`src/core/mcu_bus_pkg.sv`:
```
/*
 * Shared constants and types for the microcontroller bus interface:
 * pin synchroniser layout, address assembly positions, strobe
 * configuration modes and the carrier structs of a bus cycle.
 * Assumes a single 100 MHz clock domain and no software registers.
 */
package mcu_bus_pkg;

    // ------------------------------------------------------------
    // widths
    // ------------------------------------------------------------
    localparam int ADDR_W = 20;
    localparam int BYTE_W = 8;
    localparam int WORD_W = 16;
    localparam int CTRL_W = 3;
    localparam int N_SEL_DEF = 4;

    // ------------------------------------------------------------
    // synchroniser vector layout (one bit per pin)
    // ------------------------------------------------------------
    localparam int SYNC_W = 20;
    localparam int SYNC_ALE = 0;
    localparam int SYNC_CTRL_LSB = 1;
    localparam int SYNC_LO_LSB = 4;
    localparam int SYNC_HI_LSB = 12;

    // ------------------------------------------------------------
    // reset values and fill patterns
    // ------------------------------------------------------------
    localparam logic [ADDR_W-1:0] ADDR_RST = 20'h0_0000;
    localparam logic [WORD_W-1:0] WORD_RST = 16'h0000;
    // control strobes rest high, so reset shows them idle, not active
    localparam logic [SYNC_W-1:0] SYNC_RST = 20'h0_000E;
    localparam logic [3:0] ADDR_PAD = 4'h0;

    // ------------------------------------------------------------
    // modes
    // ------------------------------------------------------------
    typedef enum logic [3:0] {
        BUS_MUX    = 4'b0001,
        BUS_NONMUX = 4'b0010,
        BUS_PAGE   = 4'b0100,
        BUS_BURST  = 4'b1000
    } bus_mode_t;

    typedef enum logic [1:0] {
        C0_WRITE_STROBE   = 2'b01,
        C0_READ_NOT_WRITE = 2'b10
    } ctrl0_mode_t;

    typedef enum logic [3:0] {
        C1_READ_STROBE = 4'b0001,
        C1_PHASE_CLOCK = 4'b0010,
        C1_DATA_STROBE = 4'b0100,
        C1_FETCH_READ  = 4'b1000
    } ctrl1_mode_t;

    // ------------------------------------------------------------
    // carriers
    // ------------------------------------------------------------
    typedef struct packed {
        bus_mode_t bus_mode;
        ctrl0_mode_t ctrl0_mode;
        ctrl1_mode_t ctrl1_mode;
        logic fetch_on_ctrl2;   // third control input is a fetch strobe
        logic strobe_active_low; // address strobe polarity
    } cfg_t;

    typedef struct packed {
        logic [ADDR_W-1:0] addr;
        logic rd;
        logic wr;
        logic code;
    } cycle_t;

endpackage

```
`src/core/mcu_bus_interface.sv`:
```
/*
 * Parallel bus port of the device toward an 8-bit microcontroller:
 * synchronises the pins, latches the address on the address strobe,
 * decodes strobes per configuration, feeds the decoder array and
 * drives read data, when selected, onto the low port (multiplexed), the high port (page) or both (burst); never in non-multiplexed mode.
 * Assumes strap-like configuration inputs are static during cycles and
 * internal read data arrives on the same clock.
 */
// Summary of operation
// - address captured by address strobe and held for the bus cycle, except in non-multiplexed mode, where the latch stays open
// - data drivers on only during read with a block selected
// - address bits from both ports feed the decoder array
// - first control input: write strobe or read-not-write level
// - second control: read strobe, phase clock, data strobe or fetch read
// - third control: code-only fetch strobe or generic input
// - all three control levels reach the decode logic
// - reset returns ports, outputs and state to reset values
// - decoder makes selects from latched address; selects gate drive
`timescale 1ns/1ps
`default_nettype none

module mcu_bus_interface #(
    parameter int N_SEL = mcu_bus_pkg::N_SEL_DEF
) (
    input wire logic I_CLK,
    input wire logic I_RESET_N,
    input wire mcu_bus_pkg::cfg_t I_CFG,
    input wire logic [mcu_bus_pkg::BYTE_W-1:0] I_LOW_ADDR_DATA_PORT,
    output logic [mcu_bus_pkg::BYTE_W-1:0] O_LOW_ADDR_DATA_PORT,
    output logic O_LOW_ADDR_DATA_PORT_OE_N,
    input wire logic [mcu_bus_pkg::BYTE_W-1:0] I_HIGH_ADDR_DATA_PORT,
    output logic [mcu_bus_pkg::BYTE_W-1:0] O_HIGH_ADDR_DATA_PORT,
    output logic O_HIGH_ADDR_DATA_PORT_OE_N,
    input wire logic I_ADDRESS_STROBE_IN,
    input wire logic I_WRITE_CTRL_INPUT,
    input wire logic I_READ_CTRL_INPUT,
    input wire logic I_PROGRAM_SELECT_INPUT,
    input wire logic [N_SEL-1:0][mcu_bus_pkg::ADDR_W-1:0] I_SEL_MATCH,
    input wire logic [N_SEL-1:0][mcu_bus_pkg::ADDR_W-1:0] I_SEL_MASK,
    input wire logic [N_SEL-1:0] I_SEL_CODE_ONLY,
    input wire logic [N_SEL-1:0][mcu_bus_pkg::CTRL_W-1:0] I_SEL_CTRL_CARE,
    input wire logic [N_SEL-1:0][mcu_bus_pkg::CTRL_W-1:0] I_SEL_CTRL_VAL,
    input wire logic [mcu_bus_pkg::WORD_W-1:0] I_RD_DATA,
    output mcu_bus_pkg::cycle_t O_CYCLE,
    output logic [N_SEL-1:0] O_SEL,
    output logic [mcu_bus_pkg::CTRL_W-1:0] O_CTRL_LEVELS,
    output logic [mcu_bus_pkg::WORD_W-1:0] O_WR_DATA
);

    // ------------------------------------------------------------
    // pin synchroniser
    // ------------------------------------------------------------
    logic [mcu_bus_pkg::SYNC_W-1:0] pins;
    logic [mcu_bus_pkg::SYNC_W-1:0] s1_ff, s2_ff, s3_ff, pin_ff;
    logic [mcu_bus_pkg::SYNC_W-1:0] agree, nxt_pin;

    assign pins = {I_HIGH_ADDR_DATA_PORT, I_LOW_ADDR_DATA_PORT,
                   I_PROGRAM_SELECT_INPUT, I_READ_CTRL_INPUT,
                   I_WRITE_CTRL_INPUT, I_ADDRESS_STROBE_IN};
    // a bit changes only once stages two and three agree
    assign agree = ~(s2_ff ^ s3_ff);
    assign nxt_pin = (agree & s3_ff) | (~agree & pin_ff);

    // three-stage chain plus accepted value
    always_ff @(posedge I_CLK or negedge I_RESET_N) begin
        if (!I_RESET_N) begin
            s1_ff <= mcu_bus_pkg::SYNC_RST;
            s2_ff <= mcu_bus_pkg::SYNC_RST;
            s3_ff <= mcu_bus_pkg::SYNC_RST;
            pin_ff <= mcu_bus_pkg::SYNC_RST;
        end else begin
            s1_ff <= pins;
            s2_ff <= s1_ff;
            s3_ff <= s2_ff;
            pin_ff <= nxt_pin;
        end
    end

    // ------------------------------------------------------------
    // field extraction
    // ------------------------------------------------------------
    wire ale_lvl = pin_ff[mcu_bus_pkg::SYNC_ALE];
    wire [mcu_bus_pkg::CTRL_W-1:0] ctrl =
        pin_ff[mcu_bus_pkg::SYNC_CTRL_LSB +: mcu_bus_pkg::CTRL_W];
    wire [mcu_bus_pkg::BYTE_W-1:0] lo_in =
        pin_ff[mcu_bus_pkg::SYNC_LO_LSB +: mcu_bus_pkg::BYTE_W];
    wire [mcu_bus_pkg::BYTE_W-1:0] hi_in =
        pin_ff[mcu_bus_pkg::SYNC_HI_LSB +: mcu_bus_pkg::BYTE_W];
    wire c0 = ctrl[0];
    wire c1 = ctrl[1];
    wire c2 = ctrl[2];

    // ------------------------------------------------------------
    // address assembly and latch
    // ------------------------------------------------------------
    // burst hosts put A4-A19 on the ports; others A0-A15
    function automatic logic [mcu_bus_pkg::ADDR_W-1:0] build_addr(
        input mcu_bus_pkg::bus_mode_t mode,
        input logic [mcu_bus_pkg::BYTE_W-1:0] lo,
        input logic [mcu_bus_pkg::BYTE_W-1:0] hi
    );
        if (mode == mcu_bus_pkg::BUS_BURST) begin
            build_addr = {hi, lo, mcu_bus_pkg::ADDR_PAD};
        end else begin
            build_addr = {mcu_bus_pkg::ADDR_PAD, hi, lo};
        end
    endfunction

    wire is_burst = I_CFG.bus_mode == mcu_bus_pkg::BUS_BURST;
    wire is_page = I_CFG.bus_mode == mcu_bus_pkg::BUS_PAGE;
    wire is_nonmux = I_CFG.bus_mode == mcu_bus_pkg::BUS_NONMUX;
    wire ale_act = I_CFG.strobe_active_low ? ~ale_lvl : ale_lvl;
    // non-multiplexed address is live, so the latch stays open
    wire latch_en = ale_act | is_nonmux;
    wire [mcu_bus_pkg::ADDR_W-1:0] addr_in = build_addr(I_CFG.bus_mode,
                                                        lo_in, hi_in);

    // ------------------------------------------------------------
    // strobe decoding
    // ------------------------------------------------------------
    wire c0_is_rnw = I_CFG.ctrl0_mode == mcu_bus_pkg::C0_READ_NOT_WRITE;
    wire c1_is_strobe = I_CFG.ctrl1_mode == mcu_bus_pkg::C1_READ_STROBE
                     || I_CFG.ctrl1_mode == mcu_bus_pkg::C1_FETCH_READ;
    // phase clock high or data strobe low marks the data phase
    wire qual = (I_CFG.ctrl1_mode == mcu_bus_pkg::C1_PHASE_CLOCK) ? c1
              : (I_CFG.ctrl1_mode == mcu_bus_pkg::C1_DATA_STROBE) ? ~c1
              : 1'b1;
    wire rd_main = c1_is_strobe ? ~c1 : (qual & c0);
    wire wr_main = c0_is_rnw ? (~c0 & qual) : ~c0;
    wire code = I_CFG.fetch_on_ctrl2 & ~c2;
    wire rd_any = rd_main | code;

    // ------------------------------------------------------------
    // decoder array
    // ------------------------------------------------------------
    logic [mcu_bus_pkg::ADDR_W-1:0] addr_ff;
    logic [N_SEL-1:0] sel;

    address_decoder_array #(.N_SEL(N_SEL)) u_dec (
        .i_addr(addr_ff),
        .i_ctrl(ctrl),
        .i_code(code),
        .i_match(I_SEL_MATCH),
        .i_mask(I_SEL_MASK),
        .i_code_only(I_SEL_CODE_ONLY),
        .i_ctrl_care(I_SEL_CTRL_CARE),
        .i_ctrl_val(I_SEL_CTRL_VAL),
        .o_sel(sel)
    );

    // ------------------------------------------------------------
    // cycle state and drive enables
    // ------------------------------------------------------------
    logic rd_ff, wr_ff, code_ff, lo_drive_ff, hi_drive_ff;
    logic [N_SEL-1:0] sel_ff;
    logic [mcu_bus_pkg::WORD_W-1:0] rdata_ff, wdata_ff;
    wire any_sel = |sel;
    // non-multiplexed hosts keep their address on the low port all cycle
    wire nxt_lo_drive = rd_any & any_sel & ~is_page & ~is_nonmux;
    wire nxt_hi_drive = rd_any & any_sel & (is_page | is_burst);
    wire [mcu_bus_pkg::ADDR_W-1:0] nxt_addr = latch_en ? addr_in : addr_ff;
    wire [mcu_bus_pkg::WORD_W-1:0] nxt_wdata = wr_main ? {hi_in, lo_in}
                                                       : wdata_ff;

    // all state returns to constants under reset
    always_ff @(posedge I_CLK or negedge I_RESET_N) begin
        if (!I_RESET_N) begin
            addr_ff <= mcu_bus_pkg::ADDR_RST;
            rd_ff <= 1'b0;
            wr_ff <= 1'b0;
            code_ff <= 1'b0;
            sel_ff <= '0;
            lo_drive_ff <= 1'b0;
            hi_drive_ff <= 1'b0;
            rdata_ff <= mcu_bus_pkg::WORD_RST;
            wdata_ff <= mcu_bus_pkg::WORD_RST;
        end else begin
            addr_ff <= nxt_addr;
            rd_ff <= rd_any;
            wr_ff <= wr_main;
            code_ff <= code;
            sel_ff <= sel;
            lo_drive_ff <= nxt_lo_drive;
            hi_drive_ff <= nxt_hi_drive;
            rdata_ff <= I_RD_DATA;
            wdata_ff <= nxt_wdata;
        end
    end

    // ------------------------------------------------------------
    // outputs
    // ------------------------------------------------------------
    // page hosts read on the high port, burst hosts on both
    assign O_LOW_ADDR_DATA_PORT = rdata_ff[mcu_bus_pkg::BYTE_W-1:0];
    assign O_HIGH_ADDR_DATA_PORT = is_burst
        ? rdata_ff[mcu_bus_pkg::WORD_W-1:mcu_bus_pkg::BYTE_W]
        : rdata_ff[mcu_bus_pkg::BYTE_W-1:0];
    assign O_LOW_ADDR_DATA_PORT_OE_N = ~lo_drive_ff;
    assign O_HIGH_ADDR_DATA_PORT_OE_N = ~hi_drive_ff;
    assign O_CYCLE = '{addr: addr_ff, rd: rd_ff, wr: wr_ff, code: code_ff};
    assign O_SEL = sel_ff;
    assign O_CTRL_LEVELS = ctrl;
    assign O_WR_DATA = wdata_ff;

    // ------------------------------------------------------------
    // assertions
    // ------------------------------------------------------------
    property p_drive_needs_read_sel;
        @(posedge I_CLK) disable iff (!I_RESET_N)
        !O_LOW_ADDR_DATA_PORT_OE_N |-> $past(rd_any) && $past(|sel);
    endproperty
    a_drive_needs_read_sel: assert property (p_drive_needs_read_sel)
        else $error("low port driven without read and select");

    property p_no_sel_no_drive;
        @(posedge I_CLK) disable iff (!I_RESET_N)
        !any_sel |=> O_LOW_ADDR_DATA_PORT_OE_N && O_HIGH_ADDR_DATA_PORT_OE_N;
    endproperty
    a_no_sel_no_drive: assert property (p_no_sel_no_drive)
        else $error("port driven with no block selected");

    property p_addr_held;
        @(posedge I_CLK) disable iff (!I_RESET_N)
        !latch_en |=> $stable(addr_ff);
    endproperty
    a_addr_held: assert property (p_addr_held)
        else $error("address moved outside the strobe");

    property p_addr_capture;
        @(posedge I_CLK) disable iff (!I_RESET_N)
        latch_en && !is_burst |=>
            addr_ff[mcu_bus_pkg::BYTE_W-1:0] == $past(lo_in)
            && O_CYCLE.addr[mcu_bus_pkg::WORD_W-1:mcu_bus_pkg::BYTE_W]
               == $past(hi_in);
    endproperty
    a_addr_capture: assert property (p_addr_capture)
        else $error("latched address differs from ports");

    property p_burst_map;
        @(posedge I_CLK) disable iff (!I_RESET_N)
        latch_en && is_burst |=> addr_ff[11:4] == $past(lo_in)
                                 && addr_ff[19:12] == $past(hi_in);
    endproperty
    a_burst_map: assert property (p_burst_map)
        else $error("burst address bits misplaced");

    property p_rnw_qualified;
        @(posedge I_CLK) disable iff (!I_RESET_N)
        c0_is_rnw && !c1_is_strobe && !qual |=> !O_CYCLE.wr;
    endproperty
    a_rnw_qualified: assert property (p_rnw_qualified)
        else $error("write seen outside the data strobe");

    property p_write_strobe;
        @(posedge I_CLK) disable iff (!I_RESET_N)
        !c0_is_rnw |=> O_CYCLE.wr == !$past(c0);
    endproperty
    a_write_strobe: assert property (p_write_strobe)
        else $error("write strobe decode wrong");

    property p_sync_agree;
        @(posedge I_CLK) disable iff (!I_RESET_N)
        $changed(pin_ff) |->
            ((pin_ff ^ $past(pin_ff))
             & ((pin_ff ^ $past(s2_ff)) | (pin_ff ^ $past(s3_ff)))) == '0;
    endproperty
    a_sync_agree: assert property (p_sync_agree)
        else $error("pin level accepted before stages agreed");

    property p_fetch_read;
        @(posedge I_CLK) disable iff (!I_RESET_N)
        I_CFG.fetch_on_ctrl2 && !c2 |=> O_CYCLE.rd && O_CYCLE.code;
    endproperty
    a_fetch_read: assert property (p_fetch_read)
        else $error("fetch strobe not seen as code read");

endmodule
`default_nettype wire

```
`src/core/address_decoder_array.sv`:
```
/*
 * Address decoder array: each select output is a product term of the
 * latched address under a mask, optionally qualified by the program
 * fetch strobe. Combinational; the caller registers the selects.
 * Assumes address and control levels are already in the clock domain.
 */
`timescale 1ns/1ps
`default_nettype none

module address_decoder_array #(
    parameter int N_SEL = mcu_bus_pkg::N_SEL_DEF
) (
    input wire logic [mcu_bus_pkg::ADDR_W-1:0] i_addr,
    input wire logic [mcu_bus_pkg::CTRL_W-1:0] i_ctrl,
    input wire logic i_code,
    input wire logic [N_SEL-1:0][mcu_bus_pkg::ADDR_W-1:0] i_match,
    input wire logic [N_SEL-1:0][mcu_bus_pkg::ADDR_W-1:0] i_mask,
    input wire logic [N_SEL-1:0] i_code_only,
    input wire logic [N_SEL-1:0][mcu_bus_pkg::CTRL_W-1:0] i_ctrl_care,
    input wire logic [N_SEL-1:0][mcu_bus_pkg::CTRL_W-1:0] i_ctrl_val,
    output logic [N_SEL-1:0] o_sel
);

    // ------------------------------------------------------------
    // product terms
    // ------------------------------------------------------------
    // one term per select: address hit, control levels, fetch space
    genvar g;
    generate
        for (g = 0; g < N_SEL; g++) begin : g_term
            wire addr_hit = ~|((i_addr ^ i_match[g]) & i_mask[g]);
            wire ctrl_hit = ~|((i_ctrl ^ i_ctrl_val[g]) & i_ctrl_care[g]);
            wire space_hit = ~i_code_only[g] | i_code;
            assign o_sel[g] = addr_hit & ctrl_hit & space_hit;
        end
    endgenerate

endmodule
`default_nettype wire

```
`config.mk`:
```
export PLATFORM = sky130hd
export DESIGN_NAME = mcu_bus_interface
export DESIGN_NICKNAME = d
export VERILOG_FILES = /design/src/core/mcu_bus_pkg.sv /design/src/core/mcu_bus_interface.sv /design/src/core/address_decoder_array.sv
export SDC_FILE = /design/constraint.sdc
export NUM_CORES = 1
export LEC_CHECK = 0
export ABC_AREA = 1
export BUFFER_PORTS_ARGS = -buffer_cell sky130_fd_sc_hd__clkbuf_2
export CAP_MARGIN = 20
export CORE_UTILIZATION = 43
export CTS_CLUSTER_DIAMETER = 120
export CTS_CLUSTER_SIZE = 28
export DETAILED_ROUTE_END_ITERATION = 10
export PLACE_DENSITY = 0.87
export SYNTH_ARGS = -nofsm -noshare
export SYNTH_HDL_FRONTEND = slang
export SYNTH_SLANG_ARGS = --single-unit
```
`constraint.sdc`:
```
create_clock -name I_CLK -period 1.6 [get_ports I_CLK]
set_input_delay 0.24 -clock I_CLK [delete_from_list [all_inputs] [get_ports I_CLK]]
set_output_delay 0.24 -clock I_CLK [all_outputs]
set_load 0.02 [all_outputs]
```
Yosys cells after proc, flatten, opt, wreduce, memory -nomap -nowiden
Index checks and enable logic that the tools add are counted.
{"block": "op_classes", "reduce_logical": 18, "bitwise": 56, "mux": 7, "eq_ne": 8}
{"cell": "$and A20 B20 Y20", "n": 6}
{"cell": "$xor A20 B20 Y20", "n": 5}
{"cell": "$reduce_or A20 Y1", "n": 4}
{"cell": "$not A20 Y20", "n": 2}
{"cell": "$mux W20", "n": 1}
{"cell": "$or A20 B20 Y20", "n": 1}
{"cell": "$and A1 B1 Y1", "n": 15}
{"cell": "$and A3 B3 Y3", "n": 4}
{"cell": "$not A1 Y1", "n": 12}
{"cell": "$reduce_or A3 Y1", "n": 4}
{"cell": "$xor A3 B3 Y3", "n": 4}
{"cell": "$eq A4 B2 Y1 const B", "n": 2}
{"cell": "$eq A4 B3 Y1 const B", "n": 2}
{"cell": "$eq A4 B4 Y1 const B", "n": 2}
{"cell": "$logic_not A1 Y1", "n": 8}
{"cell": "$mux W8", "n": 1}
{"cell": "$or A1 B1 Y1", "n": 7}
{"cell": "$mux W1", "n": 5}
{"cell": "$eq A4 B1 Y1 const B", "n": 1}
{"cell": "$reduce_or A4 Y1", "n": 1}
{"cell": "$eq A2 B2 Y1 const B", "n": 1}
{"cell": "$logic_or A1 B1 Y1", "n": 1}
{"block": "totals", "elab_cells": 102, "in_bits": 238, "out_inout_bits": 64, "reg_bits": 141}

Logic depth before layout (Yosys ltp)
Gate-level depths: netlist of the first run.
{"block": "depth", "word_depth": 10, "depth_mapped": 12, "mapped_depth_nobuf": 11}

Cells and area by module
From an unflattened synthesis of the first run, not the netlist that was laid out.
{"block": "unflattened", "cells_unflattened": 854, "area_unflattened_um2": 6718.9}
{"module": "mcu_bus_interface", "n_inst": 1, "seq_area_each_um2": 3543.4, "area_each_um2": 4732.0, "cells_per_inst": 372}
{"module": "address_decoder_array", "n_inst": 1, "seq_area_each_um2": 0.0, "area_each_um2": 1986.9, "cells_per_inst": 482}

Least setup slack after synthesis of the first run
Ideal clock, no wire load.
{"block": "synth_path", "path_type": "register to register", "startpoint": "reg with a tool-made name", "endpoint": "reg wdata_ff, in the netlist O_WR_DATA[1]", "t_required_ps": 1474, "synth_period_minus_slack_ps": 1486, "setup_ps": 126, "n_path_buf": 2, "path_stages_with_launch": 8, "arrival_time_ps": 1360, "slack_ps": 114, "cell_sequence": "dfstp_2 buf_4 inv_1 a211oi_2 nand3b_2 nand2_4 buf_6 o21ai_0"}
{"item": "to (signal assigned)", "line_no": "mcu_bus_interface.sv:176", "text": "wdata_ff <= mcu_bus_pkg::WORD_RST;"}
{"item": "to (signal assigned)", "line_no": "mcu_bus_interface.sv:186", "text": "wdata_ff <= nxt_wdata;"}
{"item": "to (decl)", "line_no": "mcu_bus_interface.sv:156", "text": "logic [mcu_bus_pkg::WORD_W-1:0] rdata_ff, wdata_ff;"}

Worst setup path in the final report of the first run
{"block": "layout_path", "startpoint": "reg addr_ff[14] (netlist bit)", "endpoint": "reg lo_drive_ff"}
{"block": "layout_via", "elab_chain_cells": 10, "elab_cells_between_ends": 28, "cone_classes": "19 x bitwise; 9 x reduce/logical"}
{"item": "from (decl)", "line_no": "mcu_bus_interface.sv:136", "text": "logic [mcu_bus_pkg::ADDR_W-1:0] addr_ff;"}
{"item": "from (signal assigned)", "line_no": "mcu_bus_interface.sv:168", "text": "addr_ff <= mcu_bus_pkg::ADDR_RST;"}
{"item": "from (signal assigned)", "line_no": "mcu_bus_interface.sv:178", "text": "addr_ff <= nxt_addr;"}
{"item": "$xor A20 B20 Y20", "line_no": "address_decoder_array.sv:31", "text": "wire addr_hit = ~|((i_addr ^ i_match[g]) & i_mask[g]);"}
{"item": "$and A20 B20 Y20", "line_no": "address_decoder_array.sv:31"}
{"item": "$reduce_or A20 Y1", "line_no": "address_decoder_array.sv:31"}
{"item": "$logic_not A1 Y1", "line_no": "address_decoder_array.sv:31"}
{"item": "$and A1 B1 Y1 (2 in a row)", "line_no": "address_decoder_array.sv:34", "text": "assign o_sel[g] = addr_hit & ctrl_hit & space_hit;"}
{"item": "$reduce_or A4 Y1 *", "line_no": "mcu_bus_interface.sv:157", "text": "wire any_sel = |sel;"}
{"item": "$and A1 B1 Y1 * (3 in a row)", "line_no": "mcu_bus_interface.sv:159", "text": "wire nxt_lo_drive = rd_any & any_sel & ~is_page & ~is_nonmux;"}
{"item": "via nxt_lo_drive", "line_no": "mcu_bus_interface.sv:159"}
{"item": "to (signal assigned)", "line_no": "mcu_bus_interface.sv:183", "text": "lo_drive_ff <= nxt_lo_drive;"}
{"item": "to (decl)", "line_no": "mcu_bus_interface.sv:154", "text": "logic rd_ff, wr_ff, code_ff, lo_drive_ff, hi_drive_ff;"}
The timed path passes the listed nets; every way through them passes the cells marked *.
A chain may end at the register's enable or synchronous reset.

==> impl_metrics.prom, run 1 <==
# TYPE chip_impl_metric gauge
chip_impl_metric{name="cts_buffer_depth",unit=""} 2
chip_impl_metric{name="max_slew.worst_pin.slew",unit="ns"} 0.372
chip_impl_metric{name="synth_enable_flop_cells",unit=""} 0
chip_impl_metric{name="die_h",unit="µm"} 126
chip_impl_metric{name="irDropWorstVdd",unit="µV"} 1040
chip_impl_metric{name="io-pin-count",unit=""} 302
chip_impl_metric{name="detailedRoute.firstIterationViolations",unit=""} 505
chip_impl_metric{name="postSynthRegisterBits",unit=""} 141
chip_impl_info{name="violations",value="DRC, setup timing"} 1
chip_impl_info{name="cp_slowest_cell",value="sky130_fd_sc_hd__dfrtp_2"} 1
chip_impl_metric{name="hpwlAfterDp",unit="µm"} 16800
chip_impl_metric{name="slew_headroom",unit="%"} 75.2
chip_impl_info{name="cp_cell_sequence",value="buf_6 -> or2_4 -> nand3_4 -> nand4_1 -> nor2_2 -> nand2_2 -> nand2_2 -> nor2_4 -> nor3_2"} 1
chip_impl_metric{name="clock_power_share",unit="%"} 36.4
chip_impl_info{name="min-delay-path-class",value="input pin to flip-flop"} 1
chip_impl_info{name="worstSetupEndpointType",value="flip-flop"} 1
chip_impl_info{name="critPathLaunchType",value="flip-flop"} 1
chip_impl_metric{name="grt_use_total",unit="%"} 29.0
chip_impl_metric{name="synth.distinct_cells",unit=""} 32
chip_impl_metric{name="syn-num-nets",unit=""} 1028
chip_impl_metric{name="critical_path.max_fanout",unit=""} 4
chip_impl_metric{name="maximum_number_of_pins_on_one_net_before_global_route_repair",unit=""} 40
chip_impl_metric{name="power_report.internal_total",unit="mW"} 7.37
chip_impl_info{name="crit_start",value="addr_ff[14]"} 1
chip_impl_metric{name="placement.cell_area",unit="µm²"} 8440
chip_impl_info{name="synth_area_leaders",value="sky130_fd_sc_hd__dfrtp_1, sky130_fd_sc_hd__nand2_1, sky130_fd_sc_hd__nand3_1"} 1
chip_impl_metric{name="finalCoreUtilization",unit="%"} 66.0
chip_impl_metric{name="power.sequential.fraction",unit="%"} 39.4
chip_impl_info{name="synthFlopType",value="sky130_fd_sc_hd__dfrtp_1"} 1
chip_impl_info{name="worstSetupPathType",value="flip-flop to flip-flop"} 1
chip_impl_info{name="ys_top_cells_by_count",value="sky130_fd_sc_hd__nand2_1, sky130_fd_sc_hd__dfrtp_1, sky130_fd_sc_hd__inv_1"} 1
chip_impl_metric{name="synth_largest_type_area_fraction",unit="%"} 49.1
chip_impl_info{name="tritoncts_clock_tree",value="built"} 1
chip_impl_metric{name="power.leakage",unit="nW"} 5.33
chip_impl_metric{name="die-area",unit="µm²"} 15800
chip_impl_metric{name="routability_congestion_estimate",unit=""} 0.953
chip_impl_metric{name="postSynthCellCount",unit=""} 790
chip_impl_info{name="critical_path.most_common_cell",value="sky130_fd_sc_hd__nand2_2"} 1
chip_impl_metric{name="final-setup-viol-count",unit=""} 3
chip_impl_metric{name="worstPathBufferInverterCount",unit=""} 1
chip_impl_metric{name="maxClockFrequency",unit="GHz"} 0.599
chip_impl_metric{name="via_count",unit=""} 6720
chip_impl_metric{name="power.switching_fraction",unit="%"} 31.8
chip_impl_metric{name="worst_ep_required_time",unit="ns"} 1.93
chip_impl_metric{name="max_stage_delay",unit="ns"} 0.46
chip_impl_metric{name="clock-sinks",unit=""} 141
chip_impl_metric{name="synthToLayoutAreaGrowth",unit="%"} 47.6
chip_impl_metric{name="finClkSkew",unit="ns"} 0.0118
chip_impl_metric{name="via_count_of_the_first_global_routing_pass",unit=""} 6644
chip_impl_metric{name="worstPathArrival",unit="ns"} 2.00
chip_impl_metric{name="floorplan.die.width",unit="µm"} 126
chip_impl_info{name="run_status",value="finished with violations"} 1
chip_impl_metric{name="grt_pass1_wl",unit="µm"} 34300
chip_impl_metric{name="num_rows",unit=""} 44
chip_impl_metric{name="insertion_delay",unit="ns"} 0.42
chip_impl_metric{name="fin_ws",unit="ns"} -0.0702
chip_impl_metric{name="power.density_cell_area",unit="nW/µm²"} 1110
chip_impl_info{name="launch_instance_of_the_worst_min_delay_path",value="I_CFG[1]"} 1
chip_impl_metric{name="worst_setup_hold_path_clk_slew",unit="ns"} 0.06
chip_impl_metric{name="place.port_buffers",unit=""} 301
chip_impl_metric{name="switching_power",unit="mW"} 3.43
chip_impl_info{name="rsz0062_at_grt",value="true"} 1
chip_impl_metric{name="grt_antenna_before_repair",unit=""} 1
chip_impl_metric{name="synth_area",unit="µm²"} 6570
chip_impl_metric{name="design.final.nets",unit=""} 1410
chip_impl_metric{name="remaining_drc_errors",unit=""} 23
chip_impl_metric{name="cap_viol_max_count",unit=""} 0
chip_impl_metric{name="htree_num_levels",unit=""} 4
chip_impl_metric{name="period_needed",unit="ns"} 1.67
chip_impl_metric{name="final_hold_viol_count",unit=""} 0
chip_impl_metric{name="final_design_instance_area_without_fill",unit="µm²"} 9700
chip_impl_metric{name="slew_violations",unit=""} 0
chip_impl_metric{name="overflow",unit=""} 0
chip_impl_info{name="synthDominantAreaCellType",value="sky130_fd_sc_hd__dfrtp_1"} 1
chip_impl_info{name="critical_path.reg2reg.startpoint",value="addr_ff[14]"} 1
chip_impl_info{name="worst_path_dominant_cell_family",value="simple AND/OR/NAND/NOR gates"} 1
chip_impl_metric{name="synth-seq-area-share",unit="%"} 53.9
chip_impl_metric{name="postSynthAreaPerCell",unit="µm²"} 8.32
chip_impl_metric{name="share_comb_of_total_power",unit="%"} 24.1
chip_impl_metric{name="core-area",unit="µm²"} 14700
chip_impl_info{name="synth_most_common_cell",value="sky130_fd_sc_hd__nand2_1"} 1
chip_impl_metric{name="fin_tns_setup",unit="ns"} -0.127
chip_impl_metric{name="final_min_period_over_clock_period",unit="%"} 104
chip_impl_info{name="cts_root_buffer",value="sky130_fd_sc_hd__clkbuf_16"} 1
chip_impl_metric{name="final_layout_size_suffix_gt1_share",unit="%"} 38.6
chip_impl_metric{name="synth_async_sr_flop_share",unit="%"} 100
chip_impl_metric{name="synth_warnings",unit=""} 0
chip_impl_metric{name="wl_per_cell",unit="µm"} 16.4
chip_impl_metric{name="detail-route-antenna-nets",unit=""} 0
chip_impl_metric{name="dr.pass1.iters",unit=""} 10
chip_impl_metric{name="routed_via_density",unit=""} 4.91
chip_impl_metric{name="initial_core_util",unit="%"} 44.7
chip_impl_metric{name="cts_bufs_inserted",unit=""} 17
chip_impl_metric{name="postRouteWirelength",unit="µm"} 22400
## per-stage QoR
step	setup WS, ns	cells	power [mW]	hold slack, ns
after global placement	-0.162	1283	6.58	0.173
after floorplan	0.114	790	5.45	-0.0556
after detailed placement	-0.222	1283	6.63	0.170
final	-0.0702	1370	10.8	0.126
after global routing	-0.132	1370	11.3	0.120
after CTS	-0.0616	1359	10.7	0.0919
## worst reg2reg max path, stage by stage (launching register included)
cell and delay (ns):
sky130_fd_sc_hd__dfrtp_2 0.46, sky130_fd_sc_hd__buf_6 0.13, sky130_fd_sc_hd__or2_4 0.23, sky130_fd_sc_hd__nand3_4 0.07, sky130_fd_sc_hd__nand4_1 0.16, sky130_fd_sc_hd__nor2_2 0.22
sky130_fd_sc_hd__nand2_2 0.08, sky130_fd_sc_hd__nand2_2 0.09, sky130_fd_sc_hd__nor2_4 0.05, sky130_fd_sc_hd__nor3_2 0.10
## cell usage in the layout, fill, tap and decap left out, types with 2 or more instances in the layout
master,Yosys,layout
sky130_fd_sc_hd__clkbuf_2,1,299
sky130_fd_sc_hd__nand2_1,266,257
sky130_fd_sc_hd__dfrtp_1,129,124
sky130_fd_sc_hd__inv_1,104,97
sky130_fd_sc_hd__nand3_1,84,81
sky130_fd_sc_hd__buf_4,15,42
sky130_fd_sc_hd__dlygate4sd3_1,0,37
sky130_fd_sc_hd__nor2_1,44,33
sky130_fd_sc_hd__o21ai_0,32,29
sky130_fd_sc_hd__maj3_1,20,20
sky130_fd_sc_hd__clkbuf_16,0,17
sky130_fd_sc_hd__dfstp_2,12,12
sky130_fd_sc_hd__o211ai_1,11,11
sky130_fd_sc_hd__nor2_2,0,10
sky130_fd_sc_hd__or2_1,10,10
sky130_fd_sc_hd__or2_2,10,9
sky130_fd_sc_hd__nand2_2,1,9
sky130_fd_sc_hd__buf_6,1,9
sky130_fd_sc_hd__nand4_1,8,8
sky130_fd_sc_hd__xor2_1,7,7
sky130_fd_sc_hd__inv_2,2,6
sky130_fd_sc_hd__o21ai_2,4,5
sky130_fd_sc_hd__dfrtp_2,0,5
sky130_fd_sc_hd__o21ai_1,2,4
sky130_fd_sc_hd__inv_6,0,4
sky130_fd_sc_hd__clkinv_4,0,4
sky130_fd_sc_hd__buf_12,1,4
sky130_fd_sc_hd__or2_0,3,3
sky130_fd_sc_hd__nor3_1,5,3
sky130_fd_sc_hd__inv_4,0,2
sky130_fd_sc_hd__nand3_2,0,2
sky130_fd_sc_hd__clkinvlp_4,0,2
sky130_fd_sc_hd__nor3_2,0,2
sky130_fd_sc_hd__clkinv_2,0,2
sky130_fd_sc_hd__bufinv_16,0,2
## what timing repair did
item                       in CTS  in global routing
hold endpoints to repair       71                  0
pin swaps                      12                 19
setup buffers                   7                  9
gates resized for setup        14                 46
setup endpoints to repair       5                 28
hold buffers                   37                  0
gates cloned                    0                  1
## power by group through the flow
stage | Combinational (mW) | Clock [mW] | Sequential (mW)
2_1_floorplan | 1.04 | 0 | 4.42
3_3_place_gp | 2.30 | 0 | 4.29
3_5_place_dp | 2.33 | 0 | 4.30
4_1_cts | 2.51 | 3.98 | 4.24
5_1_grt | 2.85 | 4.14 | 4.30
6_report | 2.61 | 3.93 | 4.26
## logic make-up after synthesis
group,share of synthesized area (%)
AO/OA/AOI/OAI,4.74
XOR/XNOR,1.07
adder cells (fa/ha/maj),3.05
flip-flops,53.9
AND/OR/NAND/NOR,28.1
buffers and inverters,9.08
## final timing paths
path | endpoint | slack [ns] | depth (start not counted)
worst min-delay path | code_ff | 0.13 | 3
worst max register to register | lo_drive_ff | -0.07 | 9
min in group asynchronous | asynchronous set/reset pin | 0.30 | 2
worst min register to register | s2_ff[13] | 0.35 | 0
worst max-delay path | lo_drive_ff | -0.07 | 9
max in group asynchronous | s2_ff[16] | 0.64 | 3
## per-layer routing
metal / track usage, % / vias up / part of all wire, %
met4: 14.5 / 0 / 4.0
met2: 51.8 / 292 / 51
met1: 33.3 / 3122 / 39
met5: 0 / - / 0
met3: 5.40 / 66 / 5.5
li1: - / 3240 / -
## area by class of cell
| class | count | area (µm²) |
|---|---|---|
| diodes | 1 | 2.50 |
| clock buffers | 18 | 429 |
| clock inverters | 14 | 159 |
| fillers | 1160 | 5000 |
| inverters | 106 | 407 |
| multi-input cells | 514 | 2550 |
| flip-flops and latches | 141 | 3550 |
| well taps | 184 | 230 |
| repair buffers | 392 | 2370 |
Power figures use the tool's default switching activity.
==> run 2, diff against run 1 <==
--- a/config.mk
+++ b/config.mk
@@ -8,11 +8,11 @@
 export ABC_AREA = 1
 export BUFFER_PORTS_ARGS = -buffer_cell sky130_fd_sc_hd__clkbuf_2
 export CAP_MARGIN = 20
-export CORE_UTILIZATION = 43
+export CORE_UTILIZATION = 47
 export CTS_CLUSTER_DIAMETER = 120
 export CTS_CLUSTER_SIZE = 28
 export DETAILED_ROUTE_END_ITERATION = 10
-export PLACE_DENSITY = 0.87
+export PLACE_DENSITY = 0.9
 export SYNTH_ARGS = -nofsm -noshare
 export SYNTH_HDL_FRONTEND = slang
 export SYNTH_SLANG_ARGS = --single-unit
==> constraint.sdc (replaced) <==
create_clock -name I_CLK -period 1.8 [get_ports I_CLK]
set_input_delay 0.27 -clock I_CLK [delete_from_list [all_inputs] [get_ports I_CLK]]
set_output_delay 0.27 -clock I_CLK [all_outputs]
set_load 0.02 [all_outputs]
==> run 2 against run 1 <==
Against the previous run:
- the flow now finishes without violations
- sequential power fell by 10%
- non-clock buffer count shrank 35
- sequential share of layout area rose by 1.6 points
- first-iteration DRC count decreased by 13%
- hold slack improved by 0.042 ns
- final area down 4.3%
- die area shrank 8.4%
- clock power is 8.4% lower
- utilization rose by 3.0 points
- critical endpoint is now O_HIGH_ADDR_DATA_PORT[5]
==> impl_metrics.prom, run 2 (synthesis gave the netlist of run 1 again) <==
# TYPE chip_impl_metric gauge
chip_impl_metric{name="power.density_cell_area",unit="nW/µm²"} 1010
chip_impl_metric{name="worst_setup_hold_path_clk_slew",unit="ns"} 0.06
chip_impl_info{name="mostFrequentLayoutCells",value="sky130_fd_sc_hd__clkbuf_2, sky130_fd_sc_hd__nand2_1, sky130_fd_sc_hd__dfrtp_1"} 1
chip_impl_metric{name="period_needed",unit="ns"} 1.74
chip_impl_metric{name="htree_num_levels",unit=""} 4
chip_impl_metric{name="worst_ep_required_time",unit="ns"} 1.53
chip_impl_info{name="crit_start",value="I_CFG[9]"} 1
chip_impl_metric{name="hpwlAfterDp",unit="µm"} 15900
chip_impl_metric{name="cts_bufs_inserted",unit=""} 17
chip_impl_metric{name="io-pin-count",unit=""} 302
chip_impl_metric{name="n_fill_cell",unit=""} 1043
chip_impl_info{name="run_status",value="complete, no violations"} 1
chip_impl_metric{name="overflow",unit=""} 0
chip_impl_metric{name="finClkSkew",unit="ns"} 0.0139
chip_impl_metric{name="cts_buffer_depth",unit=""} 2
chip_impl_metric{name="grt_antenna_before_repair",unit=""} 0
chip_impl_info{name="min-delay-path-class",value="input pin to flip-flop"} 1
chip_impl_metric{name="cap_viol_max_count",unit=""} 0
chip_impl_metric{name="routability_congestion_estimate",unit=""} 0.957
chip_impl_metric{name="via_count_of_the_first_global_routing_pass",unit=""} 6143
chip_impl_metric{name="design.final.nets",unit=""} 1375
chip_impl_metric{name="initial_core_util",unit="%"} 48.8
chip_impl_metric{name="slew_violations",unit=""} 0
chip_impl_metric{name="critical_path.max_fanout",unit=""} 7
chip_impl_metric{name="die_h",unit="µm"} 120
chip_impl_metric{name="dr.pass1.iters",unit=""} 5
chip_impl_info{name="worstSetupPathType",value="input pin to primary output"} 1
chip_impl_metric{name="core-area",unit="µm²"} 13500
chip_impl_metric{name="worstPathArrival",unit="ns"} 1.47
chip_impl_info{name="critPathLaunchType",value="input pin"} 1
chip_impl_metric{name="wl_per_cell",unit="µm"} 15.8
chip_impl_metric{name="final_min_period_over_clock_period",unit="%"} 96.7
chip_impl_info{name="tritoncts_clock_tree",value="built"} 1
chip_impl_metric{name="grt_pass1_wl",unit="µm"} 30900
chip_impl_metric{name="detail-route-antenna-nets",unit=""} 0
chip_impl_metric{name="power.leakage",unit="nW"} 5.13
chip_impl_metric{name="die-area",unit="µm²"} 14500
chip_impl_metric{name="via_count",unit=""} 6491
chip_impl_metric{name="clock-sinks",unit=""} 141
chip_impl_metric{name="maxClockFrequency",unit="GHz"} 0.574
chip_impl_metric{name="synthToLayoutAreaGrowth",unit="%"} 41.3
chip_impl_info{name="layout.cells.most_common",value="sky130_fd_sc_hd__clkbuf_2"} 1
chip_impl_metric{name="insertion_delay",unit="ns"} 0.42
chip_impl_metric{name="max_slew.worst_pin.slew",unit="ns"} 0.398
chip_impl_metric{name="irDropWorstVdd",unit="µV"} 1020
chip_impl_metric{name="detailedRoute.firstIterationViolations",unit=""} 438
chip_impl_metric{name="pre_cts_slack",unit="ns"} 0.0509
chip_impl_metric{name="fin_tns_setup",unit="ns"} 0
chip_impl_metric{name="grt_use_total",unit="%"} 29.0
chip_impl_metric{name="final_layout_size_suffix_gt1_share",unit="%"} 34.4
chip_impl_metric{name="num_rows",unit=""} 42
chip_impl_metric{name="final-setup-viol-count",unit=""} 0
chip_impl_metric{name="place.port_buffers",unit=""} 301
chip_impl_info{name="worstSetupEndpointType",value="primary output"} 1
chip_impl_metric{name="floorplan.die.width",unit="µm"} 120
chip_impl_metric{name="final_hold_viol_count",unit=""} 0
chip_impl_metric{name="remaining_drc_errors",unit=""} 0
chip_impl_metric{name="postRouteWirelength",unit="µm"} 21000
chip_impl_info{name="launch_instance_of_the_worst_min_delay_path",value="I_CFG[1]"} 1
chip_impl_metric{name="antenna-diode-count",unit=""} 0
chip_impl_metric{name="fin_ws",unit="ns"} 0.0589
chip_impl_info{name="cts_root_buffer",value="sky130_fd_sc_hd__clkbuf_16"} 1
chip_impl_metric{name="slew_headroom",unit="%"} 73.5
chip_impl_metric{name="maximum_number_of_pins_on_one_net_before_global_route_repair",unit=""} 60
chip_impl_metric{name="routed_via_density",unit=""} 4.90
[run 2: changes by cell type in the layout (fill, tap and decap cells not counted), moves of 3 or more]
| cell | change |
|---|---|
| sky130_fd_sc_hd__buf_4 | -26 |
| sky130_fd_sc_hd__buf_6 | -8 |
| sky130_fd_sc_hd__clkinv_4 | -4 |
| sky130_fd_sc_hd__dfrtp_1 | +3 |
| sky130_fd_sc_hd__dfrtp_2 | -3 |
| sky130_fd_sc_hd__inv_1 | +4 |
| sky130_fd_sc_hd__nand2_1 | +9 |
| sky130_fd_sc_hd__nand2_2 | -8 |
| sky130_fd_sc_hd__nand3_1 | +3 |
| sky130_fd_sc_hd__nor2_1 | +6 |
| sky130_fd_sc_hd__nor2_2 | -5 |
| sky130_fd_sc_hd__o21ai_0 | +3 |
[run 2: path summary, 6_finish.rpt]
check / endpoint / slack (ns) / cells past startpoint
worst max register to register: O_WR_DATA[14] / 0.11 / 7
max in group asynchronous: addr_ff[14] / 0.85 / 3
worst min-delay path: code_ff / 0.17 / 3
min in group asynchronous: O_WR_DATA[2] / 0.30 / 2
worst max-delay path: O_HIGH_ADDR_DATA_PORT[5] / 0.06 / 9
worst min register to register: s2_ff[17] / 0.34 / 0
[run 2: routing by layer]
| metal | up-vias | global-route usage, % | wire [µm] |
|---|---|---|---|
| met1 | 2989 | 35.0 | 8330 |
| met3 | 48 | 6.70 | 1580 |
| li1 | 3157 | - | - |
| met2 | 297 | 48.9 | 10300 |
| met5 | - | 0 | 0 |
| met4 | 0 | 14.0 | 746 |
[run 2: report_power, final]
part	internal (mW)	total (mW)	leakage, nW	switching (mW)
Clock	2.26	3.60	0.301	1.34
Sequential	3.48	3.82	1.67	0.342
Combinational	0.791	1.96	3.17	1.17
[run 2: area by class of cell]
type,instances,area [µm²],area share [%]
clock buffers,19,453,4.88
inverters,106,402,4.33
flip-flops and latches,141,3550,38.2
well taps,176,220,2.37
repair buffers,357,2050,22.1
clock inverters,12,156,1.69
multi-input cells,514,2460,26.5
[run 2: per-stage QoR]
step                instance area (µm²)  total power [mW]  cells  utilization [%]  hold slack, ns
global placement                   8220              5.65   1250             61.1           0.164
global route                       9280              9.82   1325             69.0           0.177
floorplan                          6570              4.85    790                -         -0.0256
detailed placement                 8220              5.71   1250             61.1           0.165
finish                             9280              9.38   1325             69.0           0.168
CTS                                9200              9.40   1318             68.4           0.154
[run 2: repair_timing]
item | 4_1_cts | 5_1_grt
setup buffers | 0 | 7
endpoints found under the hold margin | 64 | 0
endpoints found under the setup margin | 0 | 9
resized for setup | 0 | 12
hold buffers | 37 | 0
[run 2: worst max-delay path, cell delays in order]
cell,delay [ns]
sky130_fd_sc_hd__clkbuf_2,0.10
sky130_fd_sc_hd__nor2_2,0.12
sky130_fd_sc_hd__inv_2,0.06
sky130_fd_sc_hd__nor3_4,0.28
sky130_fd_sc_hd__clkinvlp_4,0.19
sky130_fd_sc_hd__buf_4,0.19
sky130_fd_sc_hd__nand2_1,0.06
sky130_fd_sc_hd__nand2_1,0.05
sky130_fd_sc_hd__clkbuf_2,0.16
